<file path="config.mk">
export PLATFORM = sky130hd
export DESIGN_NAME = bfp_ctrl
export DESIGN_NICKNAME = d
export VERILOG_FILES = /design/src/rtl/bfp_ctrl.v /design/src/rtl/bfp_qual.v
export VERILOG_INCLUDE_DIRS = /design/src /design/src/rtl
export SDC_FILE = /design/constraint.sdc
export NUM_CORES = 1
export LEC_CHECK = 0
export ABC_AREA = 0
export BUFFER_PORTS_ARGS = -buffer_cell sky130_fd_sc_hd__buf_2
export CORE_ASPECT_RATIO = 0.6
export CORE_MARGIN = 4
export CORE_UTILIZATION = 35
export CTS_BUF_LIST = sky130_fd_sc_hd__clkbuf_2
export CTS_CLUSTER_DIAMETER = 30
export CTS_CLUSTER_SIZE = 25
export DETAILED_ROUTE_END_ITERATION = 6
export SKIP_CTS_REPAIR_TIMING = 1
export SLEW_MARGIN = 10
export SYNTH_ARGS = -nofsm -noshare
export SYNTH_HDL_FRONTEND = slang
export SYNTH_SLANG_ARGS = --single-unit
</file>
<file path="constraint.sdc">
create_clock -name i_core_clk -period 5.23 [get_ports i_core_clk]
set_input_delay 0.523 -clock i_core_clk [delete_from_list [all_inputs] [get_ports i_core_clk]]
set_output_delay 0.523 -clock i_core_clk [all_outputs]
set_load 0.02 [all_outputs]
</file>
<file path="src/rtl/bfp_consts.vh">
`ifndef BFP_CONSTS_VH
`define BFP_CONSTS_VH

// ----------------------------------------------------------------
// Clock rate
// ----------------------------------------------------------------
`define BFP_CLK_KHZ 50000

// ----------------------------------------------------------------
// Interval figures in their own units
// ----------------------------------------------------------------
`define BFP_T_BURST_BLANK_MS 20
`define BFP_T_OVLD_BLANK_MS 20
`define BFP_T_SPIKE_US 30
`define BFP_T_OVP_US 120
`define BFP_T_UV_MS 10
`define BFP_T_AE_BLANK_MS 1
`define BFP_T_SOFTSTART_MS 20

// ----------------------------------------------------------------
// Conversion to clock cycles
// ----------------------------------------------------------------
`define BFP_CYC_MS(t) ((t) * `BFP_CLK_KHZ)
`define BFP_CYC_US(t) ((t) * `BFP_CLK_KHZ / 1000)

// ----------------------------------------------------------------
// Widths and reset values
// ----------------------------------------------------------------
`define BFP_CNT_W 24
`define BFP_SYNC_W 11
`define BFP_SYNC_RST 11'h000
`define BFP_ST_W 2

`endif

</file>
<file path="src/rtl/bfp_ctrl.v">
`timescale 1ns/1ns
`include "bfp_consts.vh"

// Summary of operation
// - Feedback below 1.35 V held for 20 ms moves normal operation into burst mode.
// - In burst with switching paused, feedback above 3.5 V restores bias and switching.
// - The reduced 0.34 V current limit is selected for the whole of burst mode.
// - In a burst pulse train, feedback falling to 3.0 V removes bias and switching.
// - Feedback above 4.0 V in burst leaves burst at once with the full current limit.
// - Overload goes through the extendable blanking; other faults restart directly.
// - In soft start, supply above 20.5 V with feedback above 4 V for 30 us restarts.
// - Outside burst, supply above 25.5 V for 120 us plus 30 us restarts.
// - Over-temperature held for 30 us restarts.
// - Feedback above 4.0 V outside burst for 20 ms releases the blanking clamp switch.
// - With the clamp released, blanking node high and feedback high for 30 us restarts.
// - Supply below the turn-off threshold for 10 ms plus 30 us restarts.
// - Blanking node below 0.33 V stops switching at once and restarts after 30 us.
// - The restart-enable pull-down is ignored for 1 ms after each start-up.
// - In restart, switching stops and the startup cell charges supply off to on.
// - Each restart runs soft start and then normal operation, faults still checked.
module bfp_ctrl #(
   parameter [`BFP_CNT_W-1:0] BURST_BLANK_CYC = `BFP_CYC_MS(`BFP_T_BURST_BLANK_MS),
   parameter [`BFP_CNT_W-1:0] OVLD_BLANK_CYC = `BFP_CYC_MS(`BFP_T_OVLD_BLANK_MS),
   parameter [`BFP_CNT_W-1:0] OVP_CYC = `BFP_CYC_US(`BFP_T_OVP_US + `BFP_T_SPIKE_US),
   parameter [`BFP_CNT_W-1:0] UV_CYC =
      `BFP_CYC_MS(`BFP_T_UV_MS) + `BFP_CYC_US(`BFP_T_SPIKE_US),
   parameter [`BFP_CNT_W-1:0] AE_BLANK_CYC = `BFP_CYC_MS(`BFP_T_AE_BLANK_MS),
   parameter [`BFP_CNT_W-1:0] SOFTSTART_CYC = `BFP_CYC_MS(`BFP_T_SOFTSTART_MS)
) (
   // Clock and reset
   input wire i_core_clk,
   input wire i_sys_rst,
   // Feedback comparators
   input wire i_fb_below_entry,
   input wire i_fb_above_burst_on,
   input wire i_fb_above_burst_off,
   input wire i_fb_high,
   // Supply comparators
   input wire i_vcc_above_ss_ovp,
   input wire i_vcc_above_ovp,
   input wire i_vcc_below_off,
   input wire i_vcc_above_on,
   // Temperature and blanking node
   input wire i_over_temp,
   input wire i_ba_above_high,
   input wire i_ba_below_restart,
   // Power stage control
   output reg o_switch_en_ff,
   output reg o_reduced_limit_ff,
   output reg o_bias_on_ff,
   output reg o_startup_cell_on_ff,
   output reg o_blanking_clamp_switch_ff,
   // Status
   output reg o_burst_flag_ff,
   output reg o_auto_restart_ff
);

   // ----------------------------------------------------------------
   // Local constants
   // ----------------------------------------------------------------
   localparam [`BFP_CNT_W-1:0] SPIKE_CYC = `BFP_CYC_US(`BFP_T_SPIKE_US);
   localparam [`BFP_ST_W-1:0] ST_SOFTSTART = 2'h0;
   localparam [`BFP_ST_W-1:0] ST_NORMAL = 2'h1;
   localparam [`BFP_ST_W-1:0] ST_BURST = 2'h2;
   localparam [`BFP_ST_W-1:0] ST_RESTART = 2'h3;

   // ----------------------------------------------------------------
   // Input synchroniser
   // ----------------------------------------------------------------
   wire [`BFP_SYNC_W-1:0] raw_in;
   reg [`BFP_SYNC_W-1:0] sync1_ff;
   reg [`BFP_SYNC_W-1:0] sync2_ff;

   assign raw_in = {i_fb_below_entry, i_fb_above_burst_on, i_fb_above_burst_off,
                    i_fb_high, i_vcc_above_ss_ovp, i_vcc_above_ovp, i_vcc_below_off,
                    i_vcc_above_on, i_over_temp, i_ba_above_high, i_ba_below_restart};

   // Two flip-flops per comparator level
   always @(posedge i_core_clk) begin
      if (i_sys_rst) begin
         sync1_ff <= `BFP_SYNC_RST;
         sync2_ff <= `BFP_SYNC_RST;
      end else begin
         sync1_ff <= raw_in;
         sync2_ff <= sync1_ff;
      end
   end

   // Named views of the synchronised levels
   wire fb_below_entry = sync2_ff[10];
   wire fb_above_on = sync2_ff[9];
   wire fb_above_off = sync2_ff[8];
   wire fb_high = sync2_ff[7];
   wire vcc_ss_ovp = sync2_ff[6];
   wire vcc_ovp = sync2_ff[5];
   wire vcc_below_off = sync2_ff[4];
   wire vcc_above_on = sync2_ff[3];
   wire over_temp = sync2_ff[2];
   wire ba_high = sync2_ff[1];
   wire ba_low = sync2_ff[0];

   // ----------------------------------------------------------------
   // State registers
   // ----------------------------------------------------------------
   reg [`BFP_ST_W-1:0] state_ff;
   reg [`BFP_ST_W-1:0] nxt_state;
   reg burst_on_ff;
   reg nxt_burst_on;
   reg cell_on_ff;
   reg nxt_cell_on;

   wire in_restart = (state_ff == ST_RESTART);
   wire in_burst = (state_ff == ST_BURST);
   wire in_ss = (state_ff == ST_SOFTSTART);
   wire running = !in_restart && !in_burst;

   // ----------------------------------------------------------------
   // Persistence qualifiers
   // ----------------------------------------------------------------
   wire q_burst_entry;
   wire q_ovld_blank;
   wire q_ovld;
   wire q_ss_ovp;
   wire q_ovp;
   wire q_ot;
   wire q_uv;
   wire q_ae;
   wire ae_armed;
   wire ss_done;
   wire clamp_released;

   // Burst entry blanking
   bfp_qual #(.COUNT(BURST_BLANK_CYC)) u_q_burst (
      .i_core_clk(i_core_clk),
      .i_sys_rst(i_sys_rst),
      .i_cond(state_ff == ST_NORMAL && fb_below_entry),
      .o_done_ff(q_burst_entry)
   );

   // Overload basic blanking; done releases the clamp switch
   bfp_qual #(.COUNT(OVLD_BLANK_CYC)) u_q_ovblank (
      .i_core_clk(i_core_clk),
      .i_sys_rst(i_sys_rst),
      .i_cond(running && fb_high),
      .o_done_ff(q_ovld_blank)
   );
   assign clamp_released = q_ovld_blank;

   // Extended blanking end: node high and feedback high, spike blanked
   bfp_qual #(.COUNT(SPIKE_CYC)) u_q_ovld (
      .i_core_clk(i_core_clk),
      .i_sys_rst(i_sys_rst),
      .i_cond(clamp_released && ba_high && fb_high),
      .o_done_ff(q_ovld)
   );

   // Supply overvoltage during soft start
   bfp_qual #(.COUNT(SPIKE_CYC)) u_q_ssovp (
      .i_core_clk(i_core_clk),
      .i_sys_rst(i_sys_rst),
      .i_cond(in_ss && vcc_ss_ovp && fb_high),
      .o_done_ff(q_ss_ovp)
   );

   // Supply overvoltage, disabled in burst
   bfp_qual #(.COUNT(OVP_CYC)) u_q_ovp (
      .i_core_clk(i_core_clk),
      .i_sys_rst(i_sys_rst),
      .i_cond(running && vcc_ovp),
      .o_done_ff(q_ovp)
   );

   // Over-temperature
   bfp_qual #(.COUNT(SPIKE_CYC)) u_q_ot (
      .i_core_clk(i_core_clk),
      .i_sys_rst(i_sys_rst),
      .i_cond(!in_restart && over_temp),
      .o_done_ff(q_ot)
   );

   // Supply undervoltage or shorted optocoupler
   bfp_qual #(.COUNT(UV_CYC)) u_q_uv (
      .i_core_clk(i_core_clk),
      .i_sys_rst(i_sys_rst),
      .i_cond(!in_restart && vcc_below_off),
      .o_done_ff(q_uv)
   );

   // Start-up window during which restart-enable is ignored
   bfp_qual #(.COUNT(AE_BLANK_CYC)) u_q_aeblank (
      .i_core_clk(i_core_clk),
      .i_sys_rst(i_sys_rst),
      .i_cond(!in_restart),
      .o_done_ff(ae_armed)
   );

   // External restart enable once armed
   bfp_qual #(.COUNT(SPIKE_CYC)) u_q_ae (
      .i_core_clk(i_core_clk),
      .i_sys_rst(i_sys_rst),
      .i_cond(ae_armed && ba_low),
      .o_done_ff(q_ae)
   );

   // Soft start duration
   bfp_qual #(.COUNT(SOFTSTART_CYC)) u_q_ss (
      .i_core_clk(i_core_clk),
      .i_sys_rst(i_sys_rst),
      .i_cond(in_ss),
      .o_done_ff(ss_done)
   );

   // Any qualified fault; direct faults bypass the extended blanking
   wire fault = q_ovld | q_ss_ovp | q_ovp | q_ot | q_uv | q_ae;
   wire ae_stop = ae_armed && ba_low;

   // ----------------------------------------------------------------
   // Mode sequencing
   // ----------------------------------------------------------------
   always @* begin
      nxt_state = state_ff;
      nxt_burst_on = burst_on_ff;
      nxt_cell_on = cell_on_ff;
      case (state_ff)
         ST_SOFTSTART: begin
            if (fault) begin
               nxt_state = ST_RESTART;
            end else if (ss_done) begin
               nxt_state = ST_NORMAL;
            end
         end
         ST_NORMAL: begin
            if (fault) begin
               nxt_state = ST_RESTART;
            end else if (q_burst_entry) begin
               nxt_state = ST_BURST;
               nxt_burst_on = 1'b0;
            end
         end
         ST_BURST: begin
            if (fault) begin
               nxt_state = ST_RESTART;
               nxt_burst_on = 1'b0;
            end else if (fb_high) begin
               nxt_state = ST_NORMAL;
               nxt_burst_on = 1'b0;
            end else if (!burst_on_ff && fb_above_on) begin
               nxt_burst_on = 1'b1;
            end else if (burst_on_ff && !fb_above_off) begin
               nxt_burst_on = 1'b0;
            end
         end
         ST_RESTART: begin
            if (!cell_on_ff && vcc_below_off) begin
               nxt_cell_on = 1'b1;
            end else if (cell_on_ff && vcc_above_on) begin
               nxt_cell_on = 1'b0;
               nxt_state = ST_SOFTSTART;
            end
         end
         default: begin
            nxt_state = ST_SOFTSTART;
            nxt_burst_on = 1'b0;
            nxt_cell_on = 1'b0;
         end
      endcase
   end

   // State flip-flops
   always @(posedge i_core_clk) begin
      if (i_sys_rst) begin
         state_ff <= ST_SOFTSTART;
         burst_on_ff <= 1'b0;
         cell_on_ff <= 1'b0;
      end else begin
         state_ff <= nxt_state;
         burst_on_ff <= nxt_burst_on;
         cell_on_ff <= nxt_cell_on;
      end
   end

   // ----------------------------------------------------------------
   // Output decode from next state and clamp release
   // ----------------------------------------------------------------
   reg nxt_switch_en;
   reg nxt_bias_on;
   wire nxt_burst = (nxt_state == ST_BURST);
   wire nxt_restart = (nxt_state == ST_RESTART);

   // Switching and bias per mode; restart-enable pull-down gates drive at once
   always @* begin
      if (nxt_restart) begin
         nxt_switch_en = 1'b0;
         nxt_bias_on = 1'b0;
      end else if (nxt_burst) begin
         nxt_switch_en = nxt_burst_on && !ae_stop;
         nxt_bias_on = nxt_burst_on;
      end else begin
         nxt_switch_en = !ae_stop;
         nxt_bias_on = 1'b1;
      end
   end

   // Registered outputs
   always @(posedge i_core_clk) begin
      if (i_sys_rst) begin
         o_switch_en_ff <= 1'b0;
         o_reduced_limit_ff <= 1'b0;
         o_bias_on_ff <= 1'b0;
         o_startup_cell_on_ff <= 1'b0;
         o_blanking_clamp_switch_ff <= 1'b1;
         o_burst_flag_ff <= 1'b0;
         o_auto_restart_ff <= 1'b0;
      end else begin
         o_switch_en_ff <= nxt_switch_en;
         o_reduced_limit_ff <= nxt_burst;
         o_bias_on_ff <= nxt_bias_on;
         o_startup_cell_on_ff <= nxt_cell_on;
         o_blanking_clamp_switch_ff <= !clamp_released;
         o_burst_flag_ff <= nxt_burst;
         o_auto_restart_ff <= nxt_restart;
      end
   end

endmodule // bfp_ctrl

</file>
<file path="src/rtl/bfp_qual.v">
`timescale 1ns/1ns
`include "bfp_consts.vh"

// Persistence qualifier: o_done rises once i_cond has held for COUNT cycles
module bfp_qual #(
   parameter [`BFP_CNT_W-1:0] COUNT = 24'h0005dc
) (
   // Clock and reset
   input wire i_core_clk,
   input wire i_sys_rst,
   // Condition and result
   input wire i_cond,
   output reg o_done_ff
);

   reg [`BFP_CNT_W-1:0] cnt_ff;
   wire at_end = (cnt_ff == COUNT - 24'h000001);

   // ----------------------------------------------------------------
   // Counter clears whenever the condition drops
   // ----------------------------------------------------------------
   always @(posedge i_core_clk) begin
      if (i_sys_rst || !i_cond) begin
         cnt_ff <= 24'h000000;
         o_done_ff <= 1'b0;
      end else begin
         if (!at_end && !o_done_ff) begin
            cnt_ff <= cnt_ff + 24'h000001;
         end
         if (at_end) begin
            o_done_ff <= 1'b1;
         end
      end
   end

endmodule // bfp_qual

</file>
==> parameters.txt, run 1 <==
Parameter                              Value

Run status
  Result of the run    finished clean

Clocking
  Number of clock sinks    281
  Clk Latency, worst-skew pair    0.91 ns
  Longest Clk Path Bufs    3
  TritonCTS clock tree    done
  Number of clock buffers inserted by TritonCTS    42
  Clock transition time at the flip-flop clock pins of the worst setup and hold paths    0.23 ns
  CTS H-Tree Depth    2
  Root cell of the clock tree    clkbuf_2

Critical path
  Critical Path Source Type    flip-flop
  Data required time at the worst endpoint    approximately 6.0 ns
  Delay of the slowest critical-path stage    0.80 ns
  Worst reg2reg setup slack    roughly 2.3 ns
  Largest fanout on the critical path    22
  Worst path depth    6
  Critical path data arrival time    around 3.7 ns
  Worst Path Class, Setup    reg2reg
  CP delay by family, top    simple AND/OR/NAND/NOR gates
  Most common cell on crit path    nand2_1
  Ordered list of cells on the worst path    ha_1, or2_2, nor2_1, nand2_1, or4_2, nand2_1
  Worst path bufs/invs    0
  Crit path capture type    flip-flop
  Number of cell instances on the worst register-to-register path    6
  Critical-path top delay cell    or4_2

Yosys
  Most area-hungry cell type in the Yosys netlist    dfxtp_1
  Top area cells in the synthesized netlist    dfxtp_1 (44%), nor2_1 (6.4%), xor2_1 (6.4%), xnor2_1 (4.9%), nand2_1 (3.5%)
  Share of the synthesized area in the top cell type    0.440
  Gate count of the mapped netlist    1483
  Number of flops mapped to enable cells by yosys    0
  Most common cell in the synthesized netlist    dfxtp_1
  Fraction of registers with async set/reset    0
  Number of storage elements in the synthesis netlist    281
  Average instance area after synthesis    8.62 um^2
  Cell area after synthesis    12800 um^2
  Top cell types by occurrence after synthesis    dfxtp_1 (281), nor2_1 (217), nand2_1 (120)
  Syn_nets    1511
  Count of different cell masters after synthesis    67
  Warnings, synthesis    0
  Sequential fraction of the synthesis area    0.440
  Main flop type after synthesis    dfxtp_1

Timing
  Final number of setup-violating endpoints    0
  Total count of max-transition violations in the final report    0
  Final Hold Vio Count    0
  Final worst path period need    2.93 ns
  Sum Neg Setup Slack    0 ns
  Relative slew slack    0.251
  Tcrit/Tclk final    0.560
  Clock skew after layout    between 0.1 and 0.15 ns
  Maximum clock rate    341 MHz
  Tightest Pin Transition    1.11 ns
  RSZ-0062 raised after global routing    false

Drt
  Number of nets with antenna violations after detailed routing    0
  DRC violation total after the first TritonRoute iteration    ~760
  Number of vias after detailed routing    10379
  Final routed wire length divided by cell count    13.4 um
  Final Routed Wirelength    around 27 mm
  DRC violation count after routing    0
  Vias per cell    5.14
  Total iterations of the first detailed-routing run    5

Die
  Core region area    35500 um^2
  Io pins    20
  Number of standard-cell rows in the floorplan    53
  Width of the die    255 um
  Floorplan die height    156 um
  Area enclosed by the die boundary    39800 um^2
  Effective utilization at floorplan    0.360

Cells and area
  Total area of multi-input combinational cells    a little under 7000 um^2
  Ratio of cells with drive above 1 in the final layout    0.0779
  Fin nets    1548
  Final Instance Area    13900 um^2
  P&R area growth vs syn    9.05%
  Number of fill cells    about 3600
  Reg area    about 5600 um^2

Min path
  Min-delay worst type    in2reg
  Cell depth of the worst hold path    2

Run
  Maximum capacitance violations    0

GRT
  Number of antenna violations at the first check in global routing    1
  Largest net degree at the start of global routing    35
  Global-route wire length before repair    roughly 46 mm
  Number of global-route vias before repair    9276
  Gr usage total    0.136
  GRT overflow    0

Pwr
  P per Cell Area    roughly 260 nW/um^2
  Standby leakage power    4.45 nW
  Worst voltage drop across the vdd grid    ~0.00011 V

Placed design
  Total placed instance area    13300 um^2
  PortBufs    19
  Final estimated routing congestion in global placement    ~0.82
  Total half-perimeter wirelength after legalization and detailed placement    18.4 mm
-- report_power, final --
part / leakage, nW / total (mW) / switching (mW) / internal, mW
Sequential: 2.27 / 2.17 / 0.00946 / 2.16
Combinational: 1.86 / 0.0562 / 0.0336 / 0.0227
Clock: 0.320 / 1.37 / 0.953 / 0.418
Total: 4.45 / 3.60 / 0.996 / 2.60
-- registers in the layout, summed over array words and instances, names as in the netlist, 2 cells and up --
| register | cells |
|---|---|
| u_q_ae.cnt_ff | 24 |
| u_q_aeblank.cnt_ff | 24 |
| u_q_burst.cnt_ff | 24 |
| u_q_ot.cnt_ff | 24 |
| u_q_ovblank.cnt_ff | 24 |
| u_q_ovld.cnt_ff | 24 |
| u_q_ovp.cnt_ff | 24 |
| u_q_ss.cnt_ff | 24 |
| u_q_ssovp.cnt_ff | 24 |
| u_q_uv.cnt_ff | 24 |
| sync1_ff | 11 |
| sync2_ff | 11 |
| state_ff | 2 |
-- cell families after synthesis --
| logic type | synth area share |
|---|---|
| AND/OR/NAND/NOR | 0.326 |
| multiplexers | 0.00705 |
| XOR/XNOR | 0.113 |
| buffers and inverters | 0.0246 |
| adder cells (fa/ha/maj) | 0.0147 |
| flip-flops | 0.440 |
| AO/OA/AOI/OAI | 0.0750 |
-- metal layers --
layer | vias to the layer above | wire length (um) | track usage
li1 | 5358 | - | -
met1 | 4781 | 14800 | 0.214
met2 | 196 | 10400 | 0.185
met3 | 44 | 1470 | 0.0310
met4 | 0 | 413 | 0.0327
met5 | - | 0 | 0
-- layout make-up --
type                       count  area share
timing repair buffer          34      0.0171
clock buffer                  43      0.0154
clock inverter                34      0.0221
tap                          467      0.0419
antenna                        1    0.000179
inverter                      33     0.00888
multi-input combinational   1128       0.491
sequential                   281       0.403
-- final timing paths --
kind,start,end
setup / recovery,state_ff[1],u_q_ovblank.cnt_ff[21]
hold / removal,i_sys_rst,sync2_ff[3]
setup reg to reg,state_ff[1],u_q_ovblank.cnt_ff[21]
hold reg to reg,sync1_ff[1],sync2_ff[1]
-- layout by cell type (no fill, tap or decap), types with 6 or more instances in the layout --
cell type      instances
inv_1                 32
and3_1                29
o211ai_1              15
nor4_1                45
nand2_1              120
a21oi_1               47
or3_1                 38
and2_1                16
nor4b_1                6
and4_1                24
dlygate4sd3_1         12
xnor2_1               72
xor2_1                93
ha_1                  15
nor2_1               217
buf_2                 19
nor3_1                36
dfxtp_1              281
nand3_1               87
nor2b_1               32
inv_6                 11
nand2b_1              11
o31ai_1                9
nand4b_1              10
o21ai_0               41
mux2i_1                9
nand4_1               53
or4_1                 23
clkbuf_2              43
-- metrics by stage --
stage	cells	hold WS (ns)	power [mW]	util	setup slack, ns
floorplan	1483	0.414	2.24	-	3.30
global placement	1931	0.426	2.26	0.374	2.14
detailed placement	1931	0.429	2.26	0.374	2.16
CTS	2008	-0.301	3.67	0.389	2.25
global route	2021	0.000900	3.79	0.392	2.02
finish	2021	0.0822	3.60	0.392	2.30
-- worst register-to-register path: cells and delay by family, from the launching register on --
family        cells  cell delay, ns
flops             1            0.41
simple gates      5            2.13
fa+ha+maj         1            0.27
(Power assumes the default switching activity.)
==> inputs of run 2 (changes only) <==
==> constraint.sdc (replaced) <==
create_clock -name i_core_clk -period 2.5 [get_ports i_core_clk]
set_input_delay 0.25 -clock i_core_clk [delete_from_list [all_inputs] [get_ports i_core_clk]]
set_output_delay 0.25 -clock i_core_clk [all_outputs]
set_load 0.02 [all_outputs]
==> parameters.txt, run 2 (synthesis results as in run 1) <==
Parameter                              Value

Timing
  RSZ-0062 raised after global routing    false
  Final Hold Vio Count    0
  Clock skew after layout    0.0946 ns
  Tightest Pin Transition    0.723 ns
  Relative slew slack    0.514
  Total count of max-transition violations in the final report    0
  Sum Neg Setup Slack    0 ns
  Final number of setup-violating endpoints    0
  Final setup slack of the worst path    roughly 0.31 ns
  Final worst path period need    2.19 ns
  Tcrit/Tclk final    0.874
  Maximum clock rate    457 MHz

Placed design
  Setup slack at placement    a little under 0.4 ns
  PortBufs    19
  Total half-perimeter wirelength after legalization and detailed placement    around 19 mm
  Number of placed instances with taps included    1956
  Final estimated routing congestion in global placement    0.824

Drt
  Final routed wire length divided by cell count    13.3 um
  Vias per cell    5.13
  Routed wire length on met2    ~11 mm
  Routed met3 length    1.19 mm
  Total iterations of the first detailed-routing run    5
  Uppermost signal routing layer after detailed routing    met4
  Final Routed Wirelength    27.4 mm
  Number of nets with antenna violations after detailed routing    0
  Number of vias after detailed routing    10563
  DRC violation total after the first TritonRoute iteration    673
  Met1 WL    about 15 mm
  DRC violation count after routing    0

Clocking
  CTS H-Tree Depth    2
  Clk Latency, worst-skew pair    approximately 0.9 ns
  TritonCTS clock tree    done
  Number of clock buffers inserted by TritonCTS    43
  Clock transition time at the flip-flop clock pins of the worst setup and hold paths    0.20 ns
  Longest Clk Path Bufs    3
  Number of clock sinks    281
  Root cell of the clock tree    clkbuf_2

Die
  Area enclosed by the die boundary    39800 um^2
  Core region area    35500 um^2
  Width of the die    255 um
  Number of standard-cell rows in the floorplan    53
  Io pins    20
  Effective utilization at floorplan    0.360
  Floorplan die height    around 160 um

Cells and area
  Highest-count cells in the layout ignoring fill and taps    dfxtp_1 (281), nor2_1 (217), nand2_1 (120), xor2_1 (93), nand3_1 (87)
  Commonest non-fill, non-tap cell in the layout    dfxtp_1
  Cell Count, Final, Fillers Out    2061
  P&R area growth vs syn    12.2%
  Fin nets    1587
  Ratio of cells with drive above 1 in the final layout    0.0917

GRT
  Global-route wire length before repair    between 40 and 50 mm
  GRT overflow    0
  Largest net degree at the start of global routing    27
  Number of antenna violations at the first check in global routing    1
  Gr usage total    0.138
  Number of global-route vias before repair    9747

Critical path
  Critical Path Source Type    flip-flop
  Worst reg2reg setup slack    0.31 ns
  Critical path endpoint    u_q_ovblank.cnt_ff[23]
  Worst Path Class, Setup    reg2reg
  Crit path capture type    flip-flop
  Critical register-to-register path endpoint    u_q_ovblank.cnt_ff[23]
  Startpoint of the most critical setup path    u_q_ovblank.cnt_ff[7]
  Data required time at the worst endpoint    3.25 ns
  Reg2reg start    u_q_ovblank.cnt_ff[7]
  Critical path data arrival time    2.93 ns
  Largest fanout on the critical path    12
  Number of cell instances on the worst register-to-register path    5

Run status
  Result of the run    finished clean

Pwr
  Standby leakage power    4.67 nW
  P per Cell Area    548 nW/um^2
  Total Power    7.86 mW
  Worst voltage drop across the vdd grid    0.000345 V

Min path
  Min-delay worst type    in2reg
  Cell depth of the worst hold path    3

Run
  Maximum capacitance violations    0
==> run 2: changes by cell type in the layout (fill, tap and decap cells not counted), sizes merged <==
cell / previous run / this run
buf: 22 / 47
clkbuf: 43 / 46
inv: 48 / 43
clkinv: 12 / 14
dlygate4sd3: 12 / 25
bufinv: 2 / 5
clkinvlp: 5 / 4
==> run 2: worst min path at each step <==
| stage | start | endpoint | slack [ns] |
|---|---|---|---|
| CTS | i_vcc_below_off | sync1_ff[4] | -0.57 |
| global placement | sync1_ff[1] | sync2_ff[1] | 0.43 |
| global route | i_sys_rst | sync2_ff[1] | 0.22 |
| detailed placement | sync1_ff[3] | sync2_ff[3] | 0.42 |
| finish | i_sys_rst | sync2_ff[6] | 0.30 |
| floorplan | i_ba_below_restart | sync1_ff[0] | 0.38 |
==> run 2: stage by stage <==
step                hold slack [ns]   util  instance area [um^2]
floorplan                     0.378      -                 12800
global placement              0.428  0.379                 13500
detailed placement            0.425  0.379                 13500
CTS                          -0.567  0.397                 14100
global route                  0.220  0.404                 14300
finish                        0.295  0.404                 14300
==> run 2: critical path, stage by stage (launching register included) <==
cell and delay (ns):
dfxtp_1 0.39, or4_1 0.56, or4_4 0.44, o21ai_2 0.40
or4_2 0.22, a21oi_2 0.05
==> run 2: layout make-up <==
class,instances,area (um^2)
fill,3629,21200
inverter,33,124
tap,467,584
timing repair buffer,72,556
antenna,1,2.50
clock inverter,33,380
multi-input combinational,1128,6850
sequential,281,5630
clock buffer,46,230
==> run 2: power by group <==
part           leakage, nW  internal, mW  switching (mW)
logic                 2.04        0.0680          0.0758
clock network        0.361          1.20            1.99
registers             2.27          4.52          0.0186
==> run 2: layer usage <==
metal,track usage,vias to the layer above
li1,-,5432
met1,0.211,4949
met2,0.196,139
met3,0.0315,43
met4,0.0330,0
met5,0,-
